**src/adc_seq_map.svh**
```systemverilog
`ifndef ADC_SEQ_MAP_SVH
`define ADC_SEQ_MAP_SVH

// ----------------------------------------
// Register offsets
// ----------------------------------------
`define OFS_STATUS_CTRL 3'h0
`define OFS_CONV_CTRL   3'h1
`define OFS_PIN_EN      3'h2
`define OFS_RES_HIGH    3'h3
`define OFS_RES_LOW     3'h4
`define OFS_SEQ_STATE   3'h5

// ----------------------------------------
// Field positions
// ----------------------------------------
`define SC_DONE_BIT     7
`define SC_IRQEN_BIT    6
`define SC_CHAN_MSB     3
`define CC_PU_BIT       7
`define CC_PRESC_MSB    3

// ----------------------------------------
// Reset values
// ----------------------------------------
`define SC_RESET        8'h00
`define CC_RESET        8'h00
`define PE_RESET        8'h00

// ----------------------------------------
// Channel codes for reference conversions
// ----------------------------------------
`define CHAN_REF_LOW    4'h8
`define CHAN_REF_HIGH   4'h9

// ----------------------------------------
// Timing
// ----------------------------------------
`define BUS_CLK_HZ      50000000
`define CONV_CLK_MAX_HZ 2000000
`define HALF_MIN_CYCLES ((`BUS_CLK_HZ + 2 * `CONV_CLK_MAX_HZ - 1) / (2 * `CONV_CLK_MAX_HZ))
`define SAMPLE_TICKS    14
`define SAR_BITS        10

`endif

```
**src/adc_seq_pkg.sv**
```systemverilog
`include "adc_seq_map.svh"

package adc_seq_pkg;

  // Mode control states, Gray along idle-sample-convert-store
  typedef enum logic [1:0] {
    ST_IDLE    = 2'b00,
    ST_SAMPLE  = 2'b01,
    ST_CONVERT = 2'b11,
    ST_STORE   = 2'b10
  } seq_state_t;

  typedef logic [`SAR_BITS-1:0] sar_word_t;

endpackage

```
**src/adc_seq_top.sv**
```systemverilog
`timescale 1ns/1ns
// Notes on behaviour
// RQ1: Status-control write starts a new conversion
// RQ2: Control register write aborts, never starts
// RQ3: Pin-enable write aborts, never starts
// RQ4: Status-control write mid-conversion restarts afresh
// RQ5: Start arms sampler and SAR together
// RQ6: Sample window end launches SAR conversion
// RQ7: SAR end-of-conversion finishes the conversion
// RQ8: Reference conversions skip the sampler entirely
// RQ9: Channel chosen; result copied on completion
// RQ10: Result register written and read independently
// RQ11: Sampler and SAR never run together
// RQ12: Sampler clock gated unless sampling
// RQ13: Sample window is fourteen conversion clocks
// RQ14: Prescaled conversion clock, at most 2 MHz
// RQ15: Exactly one of eight channels routed
// RQ16: Done flag set; interrupt while flag enabled
// RQ17: Status-control write clears done flag
// RQ18: Result register read clears done flag
// RQ19: Power-down aborts, stops clock, registers live
// RQ20: Result and done flag update together

`include "adc_seq_map.svh"

module adc_seq_top
  import adc_seq_pkg::*;
(
  input  wire logic       i_clk,
  input  wire logic       i_sys_rst,
  input  wire logic       i_ce,
  input  wire logic [2:0] i_addr,
  input  wire logic [7:0] i_wdata,
  input  wire logic       i_wr,
  input  wire logic       i_rd,
  output logic      [7:0] o_rdata,
  input  wire logic       i_cmp,
  output logic      [2:0] o_chan_sel,
  output logic      [7:0] o_chan_en,
  output logic            o_sh_clk_en,
  output logic            o_ref_load,
  output logic            o_ref_high,
  output logic      [9:0] o_dac_code,
  output logic            o_conv_clk,
  output logic            o_busy,
  output logic            o_done_irq
);

  // ----------------------------------------
  // Declarations
  // ----------------------------------------
  seq_state_t state_q;
  logic       irq_en_q;
  logic [3:0] chan_q;
  logic       pu_q;
  logic [3:0] presc_q;
  logic [7:0] pin_en_q;
  logic       done_q;
  sar_word_t  result_q;
  logic [3:0] sh_cnt_q;
  logic [4:0] div_q;
  logic       conv_clk_q;
  logic       cmp_meta_q;
  logic       cmp_sync_q;
  logic       sc_wr;
  logic       cc_wr;
  logic       pe_wr;
  logic       res_rd;
  logic       start_req;
  logic       abort_req;
  logic       clk_edge;
  logic       tick;
  logic       win_last;
  logic       sampling;
  logic       sar_arm;
  logic       sar_go;
  logic       sar_abort;
  logic       sar_busy;
  logic       sar_eoc;
  sar_word_t  sar_result;

  // ----------------------------------------
  // Helpers
  // ----------------------------------------
  // Codes 8 and up convert a reference instead of a pin
  function automatic logic is_ref(input logic [3:0] chan);
    return chan[3];
  endfunction

  // Half period of the conversion clock, floored at the 2 MHz limit
  function automatic logic [4:0] half_len(input logic [3:0] presc);
    logic [4:0] req;
    req = {1'b0, presc} + 5'h1;
    return (req < 5'(`HALF_MIN_CYCLES)) ? 5'(`HALF_MIN_CYCLES) : req;
  endfunction

  // ----------------------------------------
  // Bus decode
  // ----------------------------------------
  assign sc_wr  = i_wr && (i_addr == `OFS_STATUS_CTRL);
  assign cc_wr  = i_wr && (i_addr == `OFS_CONV_CTRL);
  assign pe_wr  = i_wr && (i_addr == `OFS_PIN_EN);
  assign res_rd = i_rd && ((i_addr == `OFS_RES_HIGH) || (i_addr == `OFS_RES_LOW));

  // Start only while powered up; any restart also aborts the SAR
  // RQ1: start on write
  assign start_req = sc_wr && pu_q;
  // RQ2: control write aborts
  // RQ3: pin write aborts
  // RQ19: power-down aborts
  assign abort_req = cc_wr || pe_wr || !pu_q;

  // ----------------------------------------
  // Control registers
  // ----------------------------------------
  // Registers stay writable in power-down
  always_ff @(posedge i_clk) begin
    if (i_sys_rst) begin
      irq_en_q <= 1'(`SC_RESET >> `SC_IRQEN_BIT);
      chan_q   <= 4'(`SC_RESET);
      pu_q     <= 1'(`CC_RESET >> `CC_PU_BIT);
      presc_q  <= 4'(`CC_RESET);
      pin_en_q <= `PE_RESET;
    end else if (i_ce) begin
      if (sc_wr) begin
        irq_en_q <= i_wdata[`SC_IRQEN_BIT];
        chan_q   <= i_wdata[`SC_CHAN_MSB:0];
      end
      if (cc_wr) begin
        pu_q    <= i_wdata[`CC_PU_BIT];
        presc_q <= i_wdata[`CC_PRESC_MSB:0];
      end
      if (pe_wr) begin
        pin_en_q <= i_wdata;
      end
    end
  end

  // ----------------------------------------
  // Conversion clock prescaler
  // ----------------------------------------
  // RQ14: clamped prescaler
  assign clk_edge = pu_q && (div_q == half_len(presc_q) - 5'h1);
  assign tick     = clk_edge && !conv_clk_q;

  // Restarted on each start so the window aligns to whole clocks
  // RQ19: clock stopped
  always_ff @(posedge i_clk) begin
    if (i_sys_rst) begin
      div_q      <= 5'h0;
      conv_clk_q <= 1'b0;
    end else if (i_ce) begin
      if (!pu_q || start_req || cc_wr) begin
        div_q      <= 5'h0;
        conv_clk_q <= 1'b0;
      end else if (clk_edge) begin
        div_q      <= 5'h0;
        conv_clk_q <= !conv_clk_q;
      end else begin
        div_q <= div_q + 5'h1;
      end
    end
  end

  // ----------------------------------------
  // Comparator synchroniser
  // ----------------------------------------
  // Comparator is analog, so it is treated as asynchronous
  always_ff @(posedge i_clk) begin
    if (i_sys_rst) begin
      cmp_meta_q <= 1'b0;
      cmp_sync_q <= 1'b0;
    end else if (i_ce) begin
      cmp_meta_q <= i_cmp;
      cmp_sync_q <= cmp_meta_q;
    end
  end

  // ----------------------------------------
  // Sample and hold window
  // ----------------------------------------
  assign sampling = (state_q == ST_SAMPLE);
  // RQ13: fourteenth tick ends window
  assign win_last = sampling && tick && (sh_cnt_q == 4'(`SAMPLE_TICKS - 1));

  always_ff @(posedge i_clk) begin
    if (i_sys_rst) begin
      sh_cnt_q <= 4'h0;
    end else if (i_ce) begin
      if (start_req) begin
        sh_cnt_q <= 4'h0;
      end else if (sampling && tick) begin
        sh_cnt_q <= sh_cnt_q + 4'h1;
      end
    end
  end

  // ----------------------------------------
  // Hand-off to the SAR machine
  // ----------------------------------------
  // RQ5: arm both machines
  assign sar_arm   = start_req;
  // RQ4: discard running conversion
  assign sar_abort = abort_req || start_req;
  // RQ6: window end starts SAR
  // RQ8: reference skips sampler
  assign sar_go    = (win_last && !abort_req && !sc_wr) ||
                     (start_req && is_ref(i_wdata[`SC_CHAN_MSB:0]));

  sar_engine u_sar (
    .i_clk     (i_clk),
    .i_sys_rst (i_sys_rst),
    .i_ce      (i_ce),
    .i_abort   (sar_abort),
    .i_arm     (sar_arm),
    .i_go      (sar_go),
    .i_tick    (tick),
    .i_cmp     (cmp_sync_q),
    .o_dac     (o_dac_code),
    .o_result  (sar_result),
    .o_busy    (sar_busy),
    .o_eoc     (sar_eoc)
  );

  // ----------------------------------------
  // Mode control
  // ----------------------------------------
  // A fresh start outranks every abort source
  always_ff @(posedge i_clk) begin
    if (i_sys_rst) begin
      state_q <= ST_IDLE;
    end else if (i_ce) begin
      if (start_req) begin
        // RQ4: restart from scratch
        state_q <= is_ref(i_wdata[`SC_CHAN_MSB:0]) ? ST_CONVERT : ST_SAMPLE;
      end else if (abort_req) begin
        state_q <= ST_IDLE;
      end else begin
        unique case (state_q)
          ST_IDLE: begin
            state_q <= ST_IDLE;
          end
          ST_SAMPLE: begin
            // RQ11: strict alternation
            if (win_last) begin
              state_q <= ST_CONVERT;
            end
          end
          ST_CONVERT: begin
            // RQ7: end of conversion
            if (sar_eoc) begin
              state_q <= ST_STORE;
            end
          end
          ST_STORE: begin
            state_q <= ST_IDLE;
          end
        endcase
      end
    end
  end

  // ----------------------------------------
  // Result register and done flag
  // ----------------------------------------
  // RQ9: copy SAR result
  // RQ10: write port of result
  // RQ20: same-cycle update
  always_ff @(posedge i_clk) begin
    if (i_sys_rst) begin
      result_q <= '0;
    end else if (i_ce && (state_q == ST_STORE)) begin
      result_q <= sar_result;
    end
  end

  // Set wins over a clear landing in the same cycle
  always_ff @(posedge i_clk) begin
    if (i_sys_rst) begin
      done_q <= 1'b0;
    end else if (i_ce) begin
      if (state_q == ST_STORE) begin
        // RQ16: set on completion
        done_q <= 1'b1;
      end else if (sc_wr || res_rd) begin
        // RQ17: cleared by write
        // RQ18: cleared by result read
        done_q <= 1'b0;
      end
    end
  end

  // ----------------------------------------
  // Read port
  // ----------------------------------------
  // RQ10: bus read port
  always_ff @(posedge i_clk) begin
    if (i_sys_rst) begin
      o_rdata <= 8'h00;
    end else if (i_ce) begin
      o_rdata <= 8'h00;
      if (i_rd) begin
        case (i_addr)
          `OFS_STATUS_CTRL: o_rdata <= {done_q, irq_en_q, 2'b00, chan_q};
          `OFS_CONV_CTRL:   o_rdata <= {pu_q, 3'b000, presc_q};
          `OFS_PIN_EN:      o_rdata <= pin_en_q;
          `OFS_RES_HIGH:    o_rdata <= {6'h00, result_q[`SAR_BITS-1:8]};
          `OFS_RES_LOW:     o_rdata <= result_q[7:0];
          `OFS_SEQ_STATE:   o_rdata <= {o_busy, sar_busy, sampling, 3'b000, state_q};
          default:          o_rdata <= 8'h00;
        endcase
      end
    end
  end

  // ----------------------------------------
  // Analog side outputs
  // ----------------------------------------
  assign o_chan_sel  = chan_q[2:0];
  // RQ15: one-hot channel switch
  assign o_chan_en   = sampling ? (8'h01 << chan_q[2:0]) : 8'h00;
  // RQ12: sampler clock gate
  assign o_sh_clk_en = sampling;
  assign o_ref_load  = (state_q == ST_CONVERT) && is_ref(chan_q);
  assign o_ref_high  = (chan_q == `CHAN_REF_HIGH);
  assign o_conv_clk  = conv_clk_q;
  assign o_busy      = (state_q != ST_IDLE);
  // RQ16: pending while flag set
  assign o_done_irq  = done_q && irq_en_q;
endmodule

```
**src/sar_engine.sv**
```systemverilog
`timescale 1ns/1ns

module sar_engine
  import adc_seq_pkg::*;
(
  input  wire logic      i_clk,
  input  wire logic      i_sys_rst,
  input  wire logic      i_ce,
  input  wire logic      i_abort,
  input  wire logic      i_arm,
  input  wire logic      i_go,
  input  wire logic      i_tick,
  input  wire logic      i_cmp,
  output sar_word_t      o_dac,
  output sar_word_t      o_result,
  output logic           o_busy,
  output logic           o_eoc
);

  logic       armed_q;
  logic [3:0] idx_q;

  // ----------------------------------------
  // Bit decision
  // ----------------------------------------
  // Keep or drop the bit under trial, then raise the next one
  function automatic sar_word_t resolve(input sar_word_t dac, input logic [3:0] idx,
                                        input logic keep);
    sar_word_t w;
    w = dac;
    w[idx] = keep;
    if (idx != 4'h0) begin
      w[idx - 4'h1] = 1'b1;
    end
    return w;
  endfunction

  // ----------------------------------------
  // Successive approximation
  // ----------------------------------------
  // Abort first, so a restart that arms in the same cycle still wins
  always_ff @(posedge i_clk) begin
    if (i_sys_rst) begin
      armed_q  <= 1'b0;
      o_busy   <= 1'b0;
      o_eoc    <= 1'b0;
      o_dac    <= '0;
      o_result <= '0;
      idx_q    <= 4'h0;
    end else if (i_ce) begin
      o_eoc <= 1'b0;
      if (i_abort) begin
        armed_q <= 1'b0;
        o_busy  <= 1'b0;
        o_dac   <= '0;
      end
      if (i_arm) begin
        armed_q <= 1'b1;
      end
      if (i_go && (armed_q || i_arm)) begin
        armed_q <= 1'b0;
        o_busy  <= 1'b1;
        o_dac   <= {1'b1, {(`SAR_BITS-1){1'b0}}};
        idx_q   <= 4'(`SAR_BITS - 1);
      end else if (o_busy && i_tick && !i_abort) begin
        o_dac <= resolve(o_dac, idx_q, i_cmp);
        if (idx_q == 4'h0) begin
          o_busy   <= 1'b0;
          o_eoc    <= 1'b1;
          o_result <= resolve(o_dac, idx_q, i_cmp);
        end else begin
          idx_q <= idx_q - 4'h1;
        end
      end
    end
  end
endmodule

```
**config.mk**
```make
export PLATFORM = sky130hd
export DESIGN_NAME = adc_seq_top
export DESIGN_NICKNAME = d
export VERILOG_FILES = /design/src/adc_seq_pkg.sv /design/src/adc_seq_top.sv /design/src/sar_engine.sv
export VERILOG_INCLUDE_DIRS = /design/src
export SDC_FILE = /design/constraint.sdc
export NUM_CORES = 1
export LEC_CHECK = 0
export ABC_AREA = 1
export BUFFER_PORTS_ARGS = -buffer_cell sky130_fd_sc_hd__clkbuf_2
export CORE_AREA = 4 4 91 93
export DETAILED_ROUTE_END_ITERATION = 6
export DIE_AREA = 0 0 95 97
export HOLD_SLACK_MARGIN = 0.05
export PLACE_DENSITY_LB_ADDON = 0.25
export SLEW_MARGIN = 0
export SYNTH_ARGS = -nofsm -noshare
export SYNTH_HDL_FRONTEND = slang
export SYNTH_SLANG_ARGS = --single-unit
```
**constraint.sdc**
```tcl
create_clock -name i_clk -period 3.24 [get_ports i_clk]
set_input_delay 0.81 -clock i_clk [delete_from_list [all_inputs] [get_ports i_clk]]
set_output_delay 0.81 -clock i_clk [all_outputs]
set_load 0.02 [all_outputs]
```
==> out/qor.yml <==
placement:
  dp.final_hpwl_um: 8153
  port_buffers: 51
  gp_congestion: 0.9528
  dp_slack_ps: 365.9
global_route:
  grt_start_max_net_pins: 55
  grt_pass1_vias: 4000
  grt_usage_pct: 24.74
  antenna_found_initial: 0
  gr-total-overflow: 0
  grt_first_pass_wirelength_um: 18450
clock_tree:
  cts_resized: 0
  clk_path_buf_depth: 2
  cts-root-buf: "clkbuf_8"
  clk_pin_slew_ps: 100
  clkLatencyLatePin_ps: 360
  cts_setup_buffers: 0
  cts_tree: "yes"
  numCtsBuffers: 9
  htree_levels: 3
  cts_hold_buf: 0
  cts_num_sinks: 78
sta:
  worst_slack_ps: 368.5
  relSlewSlack_pct: 66.08
  rsz0062_at_grt: "false"
  period_share_pct: 88.63
  final_max_slew_viol_count: 0
  hold_ws_ps: 458.4
  post-route-min-period_ps: 2871
  clock_skew_ps: 15.15
  setup_tns_ps: 0
  worst_pin_slew_ps: 507.6
  clock.fmax_ghz: 0.3483
  setup_viol: 0
  finalHoldViolations: 0
hold_path:
  hp-class: "reg2reg"
synth:
  avgSynthCellArea_um2: 6.745
  yosys_warnings: 0
  async_reset_ff_share_pct: 0
  synth_top_area_share_pct: 37.22
  synth_edf_count: 0
  ys_top_cells_by_area: "dfxtp_1 (37%), nand2_1 (11%), nor2_1 (7.3%)"
  ys_seq_area_share_pct: 37.22
  syn_area_um2: 4195
  synth_area_leader_cell: "dfxtp_1"
  ys_ff_latch: 78
  synth_nets: 649
  ys_types: 36
  synth_common_cells: "nand2_1 (118), nor2_1 (82), dfxtp_1 (78)"
  synthCells: 622
  synthFlopType: "dfxtp_1"
  synth.most_common_cell: "nand2_1"
finish:
  drive_gt1_share_pct: 15.22
  final_util_pct: 62.53
  n_antenna_cell: 0
  areaGrowthSynthToFinish_pct: 12.20
  nets: 692
floorplan:
  io_pins: 52
  fp.dieArea_um2: 9215
  initial_core_util_pct: 55.73
  core_area_um2: 7527
  die_h_um: 97
  die_w_um: 95
  fp-row-count: 32
detailed_routing:
  drc: 0
  wirelength_um: 10950
  routed_via_density: 5.501
  drt_iter0_drc: 296
  drt_first_pass_iters: 5
  ant_nets: 0
  num_vias: 4247
  wire_per_inst_um: 14.19
setup_path:
  critical_path.startpoint_type: "flop"
  critical_path_class: "reg2reg"
  required_ps: 3490
  end_kind: "flop"
  cp.arrival_ps: 3120
  ff2ff_setup_slack_ps: 370
  crit_fanout: 11
outcome:
  outcome: "completed"
power_and_ir_drop:
  vdd_drop_max_mv: 0.2920
  powerDensity_nw_per_um2: 414.6
  power_leakage_nw: 2.014
flow_run:
  cap_violations: 0
-- layer usage --
layer | global-route usage [%] | part of all wire [%] | vias to the layer above | wire length (um)
li1 | - | - | 2139 | -
met1 | 32.60 | 44 | 1934 | 4835
met2 | 39.64 | 46 | 145 | 5066
met3 | 5.054 | 6.8 | 29 | 740
met4 | 9.101 | 2.8 | 0 | 311
met5 | 0 | 0 | - | 0
-- final timing paths --
kind | depth (start not counted) | from | end
worst max-delay path | 17 | presc_q[0] | u_sar.o_result[7]
worst min-delay path | 2 | pin_en_q[7] | pin_en_q[7]
worst max register to register | 17 | presc_q[0] | u_sar.o_result[7]
worst min register to register | 2 | pin_en_q[7] | pin_en_q[7]
-- registers in the layout (all words and copies together), names as in the netlist --
signal,flops
state_q,2
u_sar.o_result,10
u_sar.idx_q,4
irq_en_q,1
done_q,1
pin_en_q,8
cmp_meta_q,1
u_sar.armed_q,1
chan_q,4
pu_q,1
div_q,5
o_conv_clk,1
sh_cnt_q,4
u_sar.o_busy,1
result_q,10
cmp_sync_q,1
u_sar.o_eoc,1
presc_q,4
o_rdata,8
u_sar.o_dac,10
-- through the flow --
step / power [mW] / cell area [um^2] / cells
6_report: 1.952 / 4707 / 772
4_1_cts: 1.957 / 4707 / 772
5_1_grt: 2.016 / 4707 / 772
3_3_place_gp: 1.178 / 4493 / 756
2_1_floorplan: 1.125 / 4195 / 622
3_5_place_dp: 1.182 / 4493 / 756
-- kinds of logic (layout without fill, tap and decap cells) --
logic type	count (synthesis)	after routing	share of synthesized area, %
AO/OA/AOI/OAI	135	135	17.45
XOR/XNOR	5	5	1.044
adder cells (fa/ha/maj)	10	10	2.982
buffers and inverters	105	153	10.17
flip-flops	78	78	37.22
AND/OR/NAND/NOR	289	289	31.14
-- cell type report --
| type | instances | area, um^2 |
|---|---|---|
| Tap cell | 102 | 127.6 |
| Timing Repair Buffer | 56 | 292.8 |
| Fill cell | 722 | 2820 |
| Multi-Input combinational cell | 439 | 2207 |
| Clock buffer | 9 | 123.9 |
| Sequential cell | 78 | 1562 |
| Clock inverter | 7 | 90.09 |
| Inverter | 81 | 304.0 |
-- where the power goes --
part | leakage (nW) | internal (mW) | total [mW] | switching (mW)
combinational | 1.28 | 0.0504 | 0.168 | 0.117
clock | 0.101 | 0.373 | 0.790 | 0.417
sequential | 0.632 | 0.979 | 0.994 | 0.0146
-- layout by cell type, fill, tap and decap left out, types with 2 or more instances in the layout --
cell type,instances
clkbuf_2,51
buf_4,5
clkbuf_8,9
o21ai_1,10
nand4_1,18
o211ai_1,7
o21ai_0,45
nor2_4,2
nand3b_1,2
inv_2,7
clkinvlp_4,2
o221ai_1,2
a21oi_1,54
o31ai_1,2
clkinv_1,3
ha_1,10
nor2_2,8
nor3_1,7
inv_6,2
nand2_2,4
inv_1,71
dfxtp_1,78
nor2_1,82
nand3_2,5
nand2_1,118
xor2_1,4
nand3_1,40
o22ai_1,11
-- worst max-delay path: stages, from the launching register on --
cell     delay, ps
dfxtp_1        360
ha_1           310
nand3_1         80
ha_1           300
nand2_1         70
nand2_1         40
nor2_1         120
inv_1           50
nor2_1          90
nand2_1         60
nor2_1         180
nand3_2        120
nor2_2         120
nand3_1         90
nor2_2         400
inv_2          190
nor2_1         130
nor2_1          60
(Power assumes the default switching activity.)
